**config.mk**
```make
export PLATFORM = sky130hd
export DESIGN_NAME = shp_controller
export DESIGN_NICKNAME = d
export VERILOG_FILES = /design/src/rtl/shp_controller.v /design/src/rtl/shp_sync3.v
export VERILOG_INCLUDE_DIRS = /design/src /design/src/rtl
export SDC_FILE = /design/constraint.sdc
export NUM_CORES = 1
export LEC_CHECK = 0
export BUFFER_PORTS_ARGS = -buffer_cell sky130_fd_sc_hd__buf_4
export CAP_MARGIN = 10
export CORE_MARGIN = 2
export CORE_UTILIZATION = 55
export DETAILED_ROUTE_END_ITERATION = 12
export GPL_TIMING_DRIVEN = 0
export PLACE_DENSITY = 0.78
export SLEW_MARGIN = 10
export SYNTH_ARGS = -nofsm -noshare
export SYNTH_HDL_FRONTEND = slang
export SYNTH_SLANG_ARGS = --single-unit
```
**constraint.sdc**
```tcl
create_clock -name aclk -period 4.85 [get_ports aclk]
set_clock_uncertainty 0.1 [all_clocks]
set_input_delay 0.2425 -clock aclk [delete_from_list [all_inputs] [get_ports aclk]]
set_output_delay 0.2425 -clock aclk [all_outputs]
set_load 0.05 [all_outputs]
```
**src/rtl/shp_defs.vh**
```
// constants for the serial port host controller: register map, fields, timing
`ifndef SHP_DEFS_VH
`define SHP_DEFS_VH

// ********************************************************************
// bus geometry
// ********************************************************************
`define SHP_ADDR_W 8
`define SHP_RESP_OKAY 2'h0
`define SHP_RESP_SLVERR 2'h2

// ********************************************************************
// register offsets (byte addresses, one aligned word each)
// ********************************************************************
`define SHP_OFF_CTRL 8'h00
`define SHP_OFF_DIV 8'h04
`define SHP_OFF_TX 8'h08
`define SHP_OFF_RX 8'h0C
`define SHP_OFF_STAT 8'h10

// ********************************************************************
// control register fields
// ********************************************************************
`define SHP_CTRL_EN 0
`define SHP_CTRL_CPOL 1
`define SHP_CTRL_CPHA 2
`define SHP_CTRL_SEL_LO 4
`define SHP_CTRL_SEL_HI 5
`define SHP_CTRL_KEEP 6
`define SHP_CTRL_RESET 32'h00000000
`define SHP_DIV_RESET 16'h0010

// ********************************************************************
// status register fields
// ********************************************************************
`define SHP_STAT_BUSY 0
`define SHP_STAT_RXV 1
`define SHP_STAT_COLL 2
`define SHP_STAT_OVR 3
`define SHP_STAT_EN 4

// ********************************************************************
// link shape and timing
// ********************************************************************
`define SHP_NUM_SEL 4
`define SHP_LAST_EDGE 4'hF
`define SHP_CLK_PERIOD_NS 8
`define SHP_HALF_MIN 16'h0004

// ********************************************************************
// controller states, one-hot
// ********************************************************************
`define SHP_ST_IDLE 4'h1
`define SHP_ST_LEAD 4'h2
`define SHP_ST_RUN 4'h4
`define SHP_ST_TAIL 4'h8

`endif

```
**src/rtl/shp_controller.v**
```verilog
// serial port host controller: AXI4-Lite registers and the SPI host engine
//
// Register access over AXI4-Lite and the register offsets are this design's own decisions.
`include "shp_defs.vh"

module shp_controller (
	input wire aclk,
	input wire aresetn,
	input wire [`SHP_ADDR_W-1:0] s_axi_awaddr,
	input wire s_axi_awvalid,
	output reg s_axi_awready,
	input wire [31:0] s_axi_wdata,
	input wire [3:0] s_axi_wstrb,
	input wire s_axi_wvalid,
	output reg s_axi_wready,
	output reg [1:0] s_axi_bresp,
	output reg s_axi_bvalid,
	input wire s_axi_bready,
	input wire [`SHP_ADDR_W-1:0] s_axi_araddr,
	input wire s_axi_arvalid,
	output reg s_axi_arready,
	output reg [31:0] s_axi_rdata,
	output reg [1:0] s_axi_rresp,
	output reg s_axi_rvalid,
	input wire s_axi_rready,
	output reg spi_sck,
	output reg spi_mosi,
	input wire spi_miso,
	output reg [`SHP_NUM_SEL-1:0] spi_ss_n
);
	// ********************************************************************
	// state and registers
	// ********************************************************************
	reg [`SHP_ADDR_W-1:0] waddr;
	reg [31:0] wdata;
	reg [3:0] wstrb;
	reg enable;
	reg cpol;
	reg cpha;
	reg keep_sel;
	reg [1:0] sel;
	reg [15:0] div;
	reg [3:0] state;
	reg [15:0] cnt;
	reg [3:0] edge_cnt;
	reg [7:0] sr;
	reg sbit;
	reg [7:0] rx_data;
	reg rx_valid;
	reg collision;
	reg overrun;
	reg rx_set;

	localparam [3:0] ST_IDLE = `SHP_ST_IDLE;
	localparam [3:0] ST_LEAD = `SHP_ST_LEAD;
	localparam [3:0] ST_RUN = `SHP_ST_RUN;
	localparam [3:0] ST_TAIL = `SHP_ST_TAIL;

	wire miso_s;
	wire busy = (state != ST_IDLE);
	wire do_write = !s_axi_awready && !s_axi_wready && !s_axi_bvalid;
	wire wr_ctrl = do_write && (waddr == `SHP_OFF_CTRL);
	wire wr_div = do_write && (waddr == `SHP_OFF_DIV);
	wire wr_tx = do_write && (waddr == `SHP_OFF_TX) && wstrb[0];
	wire wr_stat = do_write && (waddr == `SHP_OFF_STAT) && wstrb[0];
	wire wr_ok = (waddr == `SHP_OFF_CTRL) || (waddr == `SHP_OFF_DIV) ||
		(waddr == `SHP_OFF_TX) || (waddr == `SHP_OFF_RX) || (waddr == `SHP_OFF_STAT);
	wire rd_take = s_axi_arvalid && s_axi_arready;
	wire rd_rx = rd_take && (s_axi_araddr == `SHP_OFF_RX);
	// a collision blocks every following transmit write until cleared
	wire coll_set = wr_tx && (busy || collision);
	wire tx_go = wr_tx && enable && !busy && !collision;
	// the pin synchroniser costs four clocks, so the half period has a floor
	wire [15:0] half_len = (div < `SHP_HALF_MIN) ? `SHP_HALF_MIN : div;
	wire tick = (cnt == half_len - 16'h0001);
	wire lead = !edge_cnt[0];
	wire sample_now = lead ^ cpha;
	wire [`SHP_NUM_SEL-1:0] sel_mask = ~(4'h1 << sel);

	shp_sync3 u_miso_sync (
		.aclk(aclk),
		.aresetn(aresetn),
		.din(spi_miso),
		.dout(miso_s)
	);

	// ********************************************************************
	// AXI4-Lite write channels
	// ********************************************************************
	always @(posedge aclk) begin
		if (!aresetn) begin
			s_axi_awready <= 1'b1;
			s_axi_wready <= 1'b1;
			s_axi_bvalid <= 1'b0;
			s_axi_bresp <= `SHP_RESP_OKAY;
			waddr <= {`SHP_ADDR_W{1'b0}};
			wdata <= 32'h00000000;
			wstrb <= 4'h0;
		end else begin
			if (s_axi_awvalid && s_axi_awready) begin
				waddr <= s_axi_awaddr;
				s_axi_awready <= 1'b0;
			end
			if (s_axi_wvalid && s_axi_wready) begin
				wdata <= s_axi_wdata;
				wstrb <= s_axi_wstrb;
				s_axi_wready <= 1'b0;
			end
			if (do_write) begin
				s_axi_bvalid <= 1'b1;
				s_axi_bresp <= wr_ok ? `SHP_RESP_OKAY : `SHP_RESP_SLVERR;
			end
			if (s_axi_bvalid && s_axi_bready) begin
				s_axi_bvalid <= 1'b0;
				s_axi_awready <= 1'b1;
				s_axi_wready <= 1'b1;
			end
		end
	end

	// ********************************************************************
	// AXI4-Lite read channels
	// ********************************************************************
	always @(posedge aclk) begin
		if (!aresetn) begin
			s_axi_arready <= 1'b1;
			s_axi_rvalid <= 1'b0;
			s_axi_rdata <= 32'h00000000;
			s_axi_rresp <= `SHP_RESP_OKAY;
		end else begin
			if (rd_take) begin
				s_axi_arready <= 1'b0;
				s_axi_rvalid <= 1'b1;
				s_axi_rresp <= `SHP_RESP_OKAY;
				case (s_axi_araddr)
					`SHP_OFF_CTRL: begin
						s_axi_rdata <= {25'h0000000, keep_sel, sel, 1'b0, cpha, cpol, enable};
					end
					`SHP_OFF_DIV: begin
						s_axi_rdata <= {16'h0000, div};
					end
					`SHP_OFF_TX: begin
						s_axi_rdata <= 32'h00000000;
					end
					`SHP_OFF_RX: begin
						s_axi_rdata <= {24'h000000, rx_data};
					end
					`SHP_OFF_STAT: begin
						s_axi_rdata <= {27'h0000000, enable, overrun, collision, rx_valid, busy};
					end
					default: begin
						s_axi_rdata <= 32'h00000000;
						s_axi_rresp <= `SHP_RESP_SLVERR;
					end
				endcase
			end
			if (s_axi_rvalid && s_axi_rready) begin
				s_axi_rvalid <= 1'b0;
				s_axi_arready <= 1'b1;
			end
		end
	end

	// ********************************************************************
	// configuration and sticky flags
	// ********************************************************************
	always @(posedge aclk) begin
		if (!aresetn) begin
			enable <= 1'b0;
			cpol <= 1'b0;
			cpha <= 1'b0;
			keep_sel <= 1'b0;
			sel <= 2'h0;
			div <= `SHP_DIV_RESET;
			rx_valid <= 1'b0;
			collision <= 1'b0;
			overrun <= 1'b0;
		end else begin
			if (wr_ctrl && wstrb[0]) begin
				enable <= wdata[`SHP_CTRL_EN];
				keep_sel <= wdata[`SHP_CTRL_KEEP];
				// shape of the link stays frozen while the port runs
				if (!enable) begin
					cpol <= wdata[`SHP_CTRL_CPOL];
					cpha <= wdata[`SHP_CTRL_CPHA];
					sel <= wdata[`SHP_CTRL_SEL_HI:`SHP_CTRL_SEL_LO];
				end
			end
			if (wr_div && !enable) begin
				if (wstrb[0]) begin
					div[7:0] <= wdata[7:0];
				end
				if (wstrb[1]) begin
					div[15:8] <= wdata[15:8];
				end
			end
			// hardware set wins over software clear on every flag
			if (rx_set) begin
				rx_valid <= 1'b1;
			end else if (rd_rx) begin
				rx_valid <= 1'b0;
			end
			if (coll_set) begin
				collision <= 1'b1;
			end else if (wr_stat && wdata[`SHP_STAT_COLL]) begin
				collision <= 1'b0;
			end
			// unread byte overwritten: software skipped the read before the next write
			if (rx_set && rx_valid && !rd_rx) begin
				overrun <= 1'b1;
			end else if (wr_stat && wdata[`SHP_STAT_OVR]) begin
				overrun <= 1'b0;
			end
		end
	end

	// ********************************************************************
	// SPI host engine
	// ********************************************************************
	always @(posedge aclk) begin
		if (!aresetn) begin
			state <= ST_IDLE;
			cnt <= 16'h0000;
			edge_cnt <= 4'h0;
			sr <= 8'h00;
			sbit <= 1'b0;
			rx_data <= 8'h00;
			rx_set <= 1'b0;
			spi_sck <= 1'b0;
			spi_mosi <= 1'b0;
			spi_ss_n <= {`SHP_NUM_SEL{1'b1}};
		end else begin
			rx_set <= 1'b0;
			cnt <= tick ? 16'h0000 : cnt + 16'h0001;
			case (state)
				ST_IDLE: begin
					cnt <= 16'h0000;
					edge_cnt <= 4'h0;
					spi_sck <= cpol;
					if (tx_go) begin
						sr <= wdata[7:0];
						spi_mosi <= wdata[7];
						spi_ss_n <= sel_mask;
						state <= ST_LEAD;
					end else if (!keep_sel) begin
						spi_ss_n <= {`SHP_NUM_SEL{1'b1}};
					end
				end
				ST_LEAD: begin
					if (tick) begin
						state <= ST_RUN;
					end
				end
				ST_RUN: begin
					if (tick) begin
						spi_sck <= ~spi_sck;
						edge_cnt <= edge_cnt + 4'h1;
						if (sample_now) begin
							sbit <= miso_s;
							if (edge_cnt == `SHP_LAST_EDGE) begin
								sr <= {sr[6:0], miso_s};
							end
						end else if (cpha && edge_cnt == 4'h0) begin
							spi_mosi <= sr[7];
						end else begin
							sr <= {sr[6:0], sbit};
							spi_mosi <= sr[6];
						end
						if (edge_cnt == `SHP_LAST_EDGE) begin
							state <= ST_TAIL;
						end
					end
				end
				ST_TAIL: begin
					if (tick) begin
						rx_data <= sr;
						rx_set <= 1'b1;
						state <= ST_IDLE;
						if (!keep_sel) begin
							spi_ss_n <= {`SHP_NUM_SEL{1'b1}};
						end
					end
				end
				default: begin
					state <= ST_IDLE;
				end
			endcase
			// disabling aborts a byte and releases the bus
			if (!enable) begin
				state <= ST_IDLE;
				spi_sck <= cpol;
				spi_ss_n <= {`SHP_NUM_SEL{1'b1}};
			end
		end
	end
endmodule // shp_controller

```
**src/rtl/shp_sync3.v**
```verilog
// three-stage input synchroniser that passes a change once stages two and three agree
module shp_sync3 (
	input wire aclk,
	input wire aresetn,
	input wire din,
	output reg dout
);
	reg s1;
	reg s2;
	reg s3;

	// ********************************************************************
	// stage one feeds stage two only
	// ********************************************************************
	always @(posedge aclk) begin
		if (!aresetn) begin
			s1 <= 1'b0;
			s2 <= 1'b0;
			s3 <= 1'b0;
			dout <= 1'b0;
		end else begin
			s1 <= din;
			s2 <= s1;
			s3 <= s2;
			if (s2 == s3) begin
				dout <= s3;
			end
		end
	end
endmodule // shp_sync3
```
==> flow_summary_export.csv, run 1 <==
group,metric,value,unit
critical_path,worst-path-max-fanout,7,
synth,syn_area_per_cell,8.39,sq um
pwr,clock_power_share,50.7,%
sta,fmax,0.218,GHz
pwr,netSwitchingPower,0.000661,W
clock_network,numCtsBuffers,17,
synth,yosys-top-cells-area,"sky130_fd_sc_hd__dfxtp_1 (40%), sky130_fd_sc_hd__mux2i_1 (8.3%), sky130_fd_sc_hd__nand2_1 (5.5%)",
sta,grt_setup_unrepaired,"no",
pwr,pwr-share-comb,8.4,%
critical_path,regToRegEndpoint,"state[2]",
route,firstDrtPassIters,5,
placed_design,place.detailed.hpwl,12500,um
layout,flow.area_growth_from_synthesis,26.9,%
synth,warning_count_from_the_yosys_run,0,
pwr,cellInternalPower,0.00197,W
route,wl,17600,um
synth,post_syn_area,6250,sq um
synth,area_share_of_the_largest_cell_type_after_synthesis,40.3,%
floorplan,row_count,38,
floorplan,core_region_area,11000,sq um
critical_path,critical_path.startpoint_type,"flop",
pwr,sw_frac_of_total,25.1,%
floorplan,design.die.area,12200,sq um
sta,setup-violations-final,0,
clock_network,postCtsSetupRepairBufs,0,
critical_path,reg2reg_depth,14,
floorplan,io-pin-count,107,
critical_path,end_kind,"flop",
synth,synth.yosys.seq_area_share,40.3,%
critical_path,crit_path_end,"state[2]",
pwr,power.density_cell_area,332,nW/um^2
layout,register_area,2520,sq um
sta,final.min_clock_period,4580,ps
layout,total_inserted_antenna_cells,0,
critical_path,arrival,4770,ps
critical_path,worst_ep_required_time,5040,ps
critical_path,r2r-start,"div[13]",
placed_design,io_buffers,67,
pwr,power.share.sequential,40.9,%
clock_network,clk_pin_slew_worst_paths,60,ps
route,detail-route-antenna-nets,0,
status,run_status,"finished, final reports clean",
pwr,vdd.ir_drop.worst,0.209,mV
synth,synth_seq_cells,126,
clock_network,cts_root_buffer,"sky130_fd_sc_hd__clkbuf_16",
route,vias,6090,
synth,synth_cell_types,69,
synth,netlist.top_cell.by_area,"sky130_fd_sc_hd__dfxtp_1",
clock_network,cts_tree,"built",
synth,synthCells,745,
critical_path,path_class,"flop to flop",
grt,grt_pass1_vias,5901,
sta,max_slew_margin,15.4,%
grt,grt_first_pass_wirelength,29200,um
grt,gr-total-overflow,0,
grt,antenna_found_initial,0,
synth,synth-async-reset-ratio,0,%
floorplan,die-width,111,um
floorplan,die_height,111,um
clock_network,cts_htree_levels,4,
route,vias_per_cell,5.91,
pwr,power_leakage,3.15,nW
layout,multi_input_comb_area,3440,sq um
clock_network,clkSinkCount,126,
synth,post_synth_edffs,0,
flow_run,maxCapViolCount,0,
sta,worst_slew_pin_tran,1260,ps
layout,fillers,844,
sta,final-max-slew-violation-count,0,
sta,tns,0,ps
synth,synthFlopType,"sky130_fd_sc_hd__dfxtp_1",
critical_path,ff2ff_setup_slack,270,ps
route,wirelength_per_cell,17.1,um
route,drt_iter0_markers,342,
route,post-route-drc-count,0,
sta,hold_violations,0,
layout,fraction_of_final_layout_cells_sized_beyond_drive_strength_1,15.8,%
sta,final_min_period_over_clock_period,94.4,%
hold_path,hold_class,"input port to flop",
clock_network,clk-insertion-delay-late,420,ps
floorplan,start_util,56.9,%
clock_network,clock_tree.buffer_depth,2,
pwr,power.total,0.00263,W
grt,grt.total_usage,29.1,%
grt,grt_start_max_net_pins,17,
critical_path,critPathLaunch,"div[13]",
layout,design.final.nets,942,
placed_design,place.gp.congestion,0.907,
-- final cells by class --
class | count | share of cell area (%)
sequential | 126 | 31.8
clock buffer | 18 | 5.53
timing repair buffer | 97 | 10.1
clock inverter | 14 | 2.29
inverter | 13 | 0.615
tap | 140 | 2.21
buffer | 64 | 4.13
multi-input combinational | 559 | 43.4
-- flip-flops by register name, indices dropped and copies added, names as in the netlist, 2 cells and up --
signal / cells
sr: 8
state: 4
s_axi_rdata: 16
edge_cnt: 4
cnt: 16
div: 16
spi_ss_n: 4
wdata: 16
rx_data: 8
wstrb: 2
sel: 2
waddr: 8
-- per-layer routing --
layer | part of all wire (%) | track usage [%]
met1 | 43 | 37.0
met3 | 7.9 | 6.26
met2 | 47 | 49.4
met4 | 2.1 | 9.25
met5 | 0 | 0
-- per-stage QoR --
step	std cells	utilization [%]	hold slack, ps	setup WS (ps)	instance area [sq um]
after floorplan	762	-	243	937	6320
after global placement	969	63.7	318	233	6990
after detailed placement	970	63.8	324	121	7010
after CTS	1031	72.1	1.71	64.6	7920
after global routing	1031	72.3	3.11	20.1	7940
final	1031	72.3	3.82	273	7940
-- power groups by stage --
| stage | Clock [W] | Sequential, W | Combinational (W) |
|---|---|---|---|
| finish | 0.00133 | 0.00108 | 0.000222 |
| global route | 0.00139 | 0.00108 | 0.000240 |
| CTS | 0.00134 | 0.00108 | 0.000220 |
| detailed placement | 0 | 0.00110 | 0.000201 |
| global placement | 0 | 0.00110 | 0.000196 |
| floorplan | 0 | 0.00112 | 0.000109 |
-- logic make-up (layout without fill, tap and decap cells) --
group / after synthesis / in the layout / share of synthesized area, %
and+or+nand+nor: 314 / 314 / 24.8
AOI/OAI and AO/OA: 133 / 133 / 14.0
DFF: 126 / 126 / 40.3
buffers and inverters: 77 / 206 / 6.02
muxes: 54 / 54 / 8.69
xor gates and xnor gates: 36 / 36 / 5.28
adders and majority gates: 4 / 4 / 0.801
other: 1 / 18 / 0.0600
-- worst min-delay path by stage --
stage | startpoint | to | slack, ps | cells past startpoint
after floorplan | s_axi_wvalid | s_axi_wready | 240 | 1
after global placement | u_miso_sync.s1 | u_miso_sync.s2 | 320 | 1
after detailed placement | u_miso_sync.s1 | u_miso_sync.s2 | 320 | 1
after CTS | s_axi_awaddr[0] | waddr[0] | 2 | 3
after global routing | s_axi_awaddr[6] | waddr[6] | 3 | 3
final | s_axi_awaddr[6] | waddr[6] | 4 | 3
-- synth_stat cells, types with 3 or more instances --
cell / n
sky130_fd_sc_hd__dfxtp_1: 126
sky130_fd_sc_hd__or4_1: 5
sky130_fd_sc_hd__nor3_1: 16
sky130_fd_sc_hd__nor2b_1: 5
sky130_fd_sc_hd__xor2_1: 16
sky130_fd_sc_hd__inv_1: 13
sky130_fd_sc_hd__nand4_1: 9
sky130_fd_sc_hd__nor2_1: 90
sky130_fd_sc_hd__a22oi_1: 9
sky130_fd_sc_hd__nand2_1: 91
sky130_fd_sc_hd__and3_1: 8
sky130_fd_sc_hd__a21oi_1: 41
sky130_fd_sc_hd__buf_1: 4
sky130_fd_sc_hd__or3_1: 9
sky130_fd_sc_hd__mux2i_1: 52
sky130_fd_sc_hd__o211ai_1: 6
sky130_fd_sc_hd__nor4_1: 4
sky130_fd_sc_hd__o221ai_1: 5
sky130_fd_sc_hd__a211oi_1: 4
sky130_fd_sc_hd__nor3b_1: 7
sky130_fd_sc_hd__o21ai_0: 19
sky130_fd_sc_hd__buf_4: 21
sky130_fd_sc_hd__ha_1: 4
sky130_fd_sc_hd__clkbuf_1: 37
sky130_fd_sc_hd__nand3_1: 34
sky130_fd_sc_hd__and2_1: 8
sky130_fd_sc_hd__nand2b_1: 7
sky130_fd_sc_hd__xnor2_1: 19
sky130_fd_sc_hd__o22a_1: 4
sky130_fd_sc_hd__a31oi_1: 12
sky130_fd_sc_hd__nor4b_1: 3
sky130_fd_sc_hd__o31ai_1: 9
-- worst max-delay path, cell delays in order, from the launching register on --
cell and delay (ps):
sky130_fd_sc_hd__dfxtp_1 300, sky130_fd_sc_hd__clkbuf_1 200, sky130_fd_sc_hd__nor4_2 520, sky130_fd_sc_hd__nand4_1 250
sky130_fd_sc_hd__nand2_1 140, sky130_fd_sc_hd__ha_1 310, sky130_fd_sc_hd__or3b_2 470, sky130_fd_sc_hd__buf_1 180
sky130_fd_sc_hd__nor4_1 340, sky130_fd_sc_hd__a31oi_1 80, sky130_fd_sc_hd__o32a_1 230, sky130_fd_sc_hd__nor3_4 290
sky130_fd_sc_hd__nand4_2 200, sky130_fd_sc_hd__or3b_1 390, sky130_fd_sc_hd__a2111oi_1 440
-- layout by cell type, fill, tap and decap left out, types with 6 or more instances in the layout --
master	n
sky130_fd_sc_hd__inv_1	13
sky130_fd_sc_hd__nor3b_1	7
sky130_fd_sc_hd__mux2i_1	52
sky130_fd_sc_hd__dlygate4sd3_1	29
sky130_fd_sc_hd__nand2_1	91
sky130_fd_sc_hd__and2_1	8
sky130_fd_sc_hd__nor3_1	15
sky130_fd_sc_hd__o21ai_0	19
sky130_fd_sc_hd__buf_4	88
sky130_fd_sc_hd__nor2_1	90
sky130_fd_sc_hd__nand2b_1	7
sky130_fd_sc_hd__xor2_1	16
sky130_fd_sc_hd__or3_1	9
sky130_fd_sc_hd__nand3_1	34
sky130_fd_sc_hd__xnor2_1	19
sky130_fd_sc_hd__a22oi_1	9
sky130_fd_sc_hd__o211ai_1	6
sky130_fd_sc_hd__conb_1	18
sky130_fd_sc_hd__a31oi_1	12
sky130_fd_sc_hd__clkbuf_16	17
sky130_fd_sc_hd__dfxtp_1	126
sky130_fd_sc_hd__clkbuf_1	37
sky130_fd_sc_hd__and3_1	8
sky130_fd_sc_hd__a21oi_1	41
sky130_fd_sc_hd__nand4_1	9
sky130_fd_sc_hd__o31ai_1	9
-- timing repair --
item / in CTS / in global routing
hold endpoints to repair: 28 / 0
gates resized for setup: 0 / 3
endpoints found under the setup margin: 0 / 29
hold buffers: 29 / 0
(Power assumes the default switching activity.)
==> run 2, diff against run 1 <==
==> constraint.sdc (replaced) <==
create_clock -name aclk -period 5 [get_ports aclk]
set_clock_uncertainty 0.1 [all_clocks]
set_input_delay 0.25 -clock aclk [delete_from_list [all_inputs] [get_ports aclk]]
set_output_delay 0.25 -clock aclk [all_outputs]
set_load 0.05 [all_outputs]
==> run 2 against run 1 <==
Setup slack worse by 28 ps. Total power down 3.0%. Non-clock buffer count down 2. Largest cell class unchanged.
==> flow_summary_export.csv, run 2 (synthesized netlist as in run 1, its figures left out) <==
group,metric,value,unit
status,run_status,"finished, final reports clean",
floorplan,row_count,38,
critical_path,critical_path.startpoint_type,"flop",
grt,antenna_found_initial,0,
critical_path,arrival,4950,ps
critical_path,worst-path-max-fanout,9,
floorplan,design.die.area,12200,sq um
sta,tns,0,ps
layout,design.final.nets,940,
floorplan,core_region_area,11000,sq um
layout,fraction_of_final_layout_cells_sized_beyond_drive_strength_1,15.7,%
route,firstDrtPassIters,5,
critical_path,path_class,"flop to flop",
clock_network,clk_pin_slew_worst_paths,60,ps
grt,grt_pass1_vias,5862,
layout,commonest_non_fill_non_tap_cells_in_the_layout,"sky130_fd_sc_hd__dfxtp_1 (126), sky130_fd_sc_hd__nand2_1 (91), sky130_fd_sc_hd__nor2_1 (90)",
sta,fmax,0.210,GHz
floorplan,die-width,111,um
route,wirelength_per_cell,17.0,um
placed_design,place.detailed.hpwl,12500,um
clock_network,cts_htree_levels,4,
flow_run,maxCapViolCount,0,
sta,setup-violations-final,0,
floorplan,start_util,56.9,%
route,wl,17500,um
pwr,power.density_cell_area,323,nW/um^2
clock_network,clkSinkCount,126,
route,vias_per_cell,5.86,
floorplan,io-pin-count,107,
placed_design,place.gp.congestion,0.907,
grt,grt.total_usage,28.8,%
layout,flow.area_growth_from_synthesis,26.5,%
floorplan,die_height,111,um
layout,fillers,847,
clock_network,numCtsBuffers,17,
grt,grt_first_pass_wirelength,28900,um
layout,most_common_cell_after_layout_fill_and_taps_aside,"sky130_fd_sc_hd__dfxtp_1",
sta,final.min_clock_period,4760,ps
route,drt_iter0_markers,397,
sta,final-max-slew-violation-count,0,
clock_network,clk-insertion-delay-late,420,ps
clock_network,cts_tree,"built",
layout,total_inserted_antenna_cells,0,
route,met3WireLength,1230,um
pwr,vdd.ir_drop.worst,0.203,mV
route,vias,6027,
pwr,power_leakage,3.14,nW
placed_design,io_buffers,67,
sta,worst_slew_pin_tran,1230,ps
route,maxUsedRoutingLayer,"met4",
sta,worst_case_hold_slack,4.72,ps
sta,grt_setup_unrepaired,"no",
route,detail-route-antenna-nets,0,
sta,max_slew_margin,17.5,%
layout,final_util,72.0,%
sta,final_min_period_over_clock_period,95.1,%
grt,grt_start_max_net_pins,17,
sta,hold_violations,0,
critical_path,worst_ep_required_time,5190,ps
route,wl_met2,8320,um
hold_path,hold_class,"input port to flop",
clock_network,clock_tree.buffer_depth,2,
grt,gr-total-overflow,0,
route,detail_route.wirelength.met1,7620,um
clock_network,postCtsSetupRepairBufs,0,
route,post-route-drc-count,0,
critical_path,end_kind,"flop",
clock_network,cts_root_buffer,"sky130_fd_sc_hd__clkbuf_16",
==> run 2: cell count changes in the layout (fill, tap and decap cells not counted) <==
cell,delta
sky130_fd_sc_hd__nor3_2,-1
sky130_fd_sc_hd__nor3_1,+1
sky130_fd_sc_hd__dlygate4sd3_1,-2
==> run 2: path summary, 6_finish.rpt <==
path,start,end,cells past startpoint,slack [ps]
max reg2reg,div[5],state[2],14,240
max,div[5],state[2],14,240
min reg2reg,u_miso_sync.s1,u_miso_sync.s2,1,340
min,s_axi_awaddr[2],waddr[2],3,5
==> run 2: repair_timing <==
action | CTS | global route
resized for setup | 0 | 2
hold buffers | 27 | 0
hold endpoints to repair | 26 | 0
endpoints found under the setup margin | 0 | 3
==> run 2: routing by layer <==
metal	vias up	track usage, %
li1	2865	-
met1	2875	36.9
met2	260	48.7
met3	27	5.98
met4	0	9.25
met5	-	0
==> run 2: power by group <==
group	internal [W]	switching (W)
combinational	0.0000803	0.000134
sequential	0.00103	0.0000177
clock	0.000806	0.000490
total	0.00191	0.000641
==> run 2: worst max-delay path, stage by stage (launching register included) <==
cell	delay, ps
sky130_fd_sc_hd__dfxtp_1	300
sky130_fd_sc_hd__clkbuf_1	240
sky130_fd_sc_hd__nor3_1	600
sky130_fd_sc_hd__nand4_1	270
sky130_fd_sc_hd__nand2_1	140
sky130_fd_sc_hd__ha_1	310
sky130_fd_sc_hd__or3b_2	480
sky130_fd_sc_hd__buf_1	190
sky130_fd_sc_hd__nor4_1	340
sky130_fd_sc_hd__a31oi_1	90
sky130_fd_sc_hd__o32a_1	230
sky130_fd_sc_hd__nor3_4	290
sky130_fd_sc_hd__nand4_2	220
sky130_fd_sc_hd__or3b_1	400
sky130_fd_sc_hd__a2111oi_1	440
==> run 2: final cells by class <==
class	instances	area [sq um]	area share, %
multi-input cells	559	3440	43.5
flip-flops and latches	126	2520	31.9
repair buffers	95	778	9.84
clock buffers	18	439	5.55
plain buffers	64	328	4.14
clock inverters	14	181	2.29
well taps	140	175	2.21
inverters	13	48.8	0.617
==> run 2: through the flow <==
stage	instance area (sq um)	power (W)	std cells	setup WS [ps]
after floorplan	6320	0.00120	762	1090
after global placement	6990	0.00125	969	383
after detailed placement	7010	0.00126	970	271
after CTS	7900	0.00255	1029	215
after global routing	7910	0.00262	1029	9.70
final	7910	0.00255	1029	244
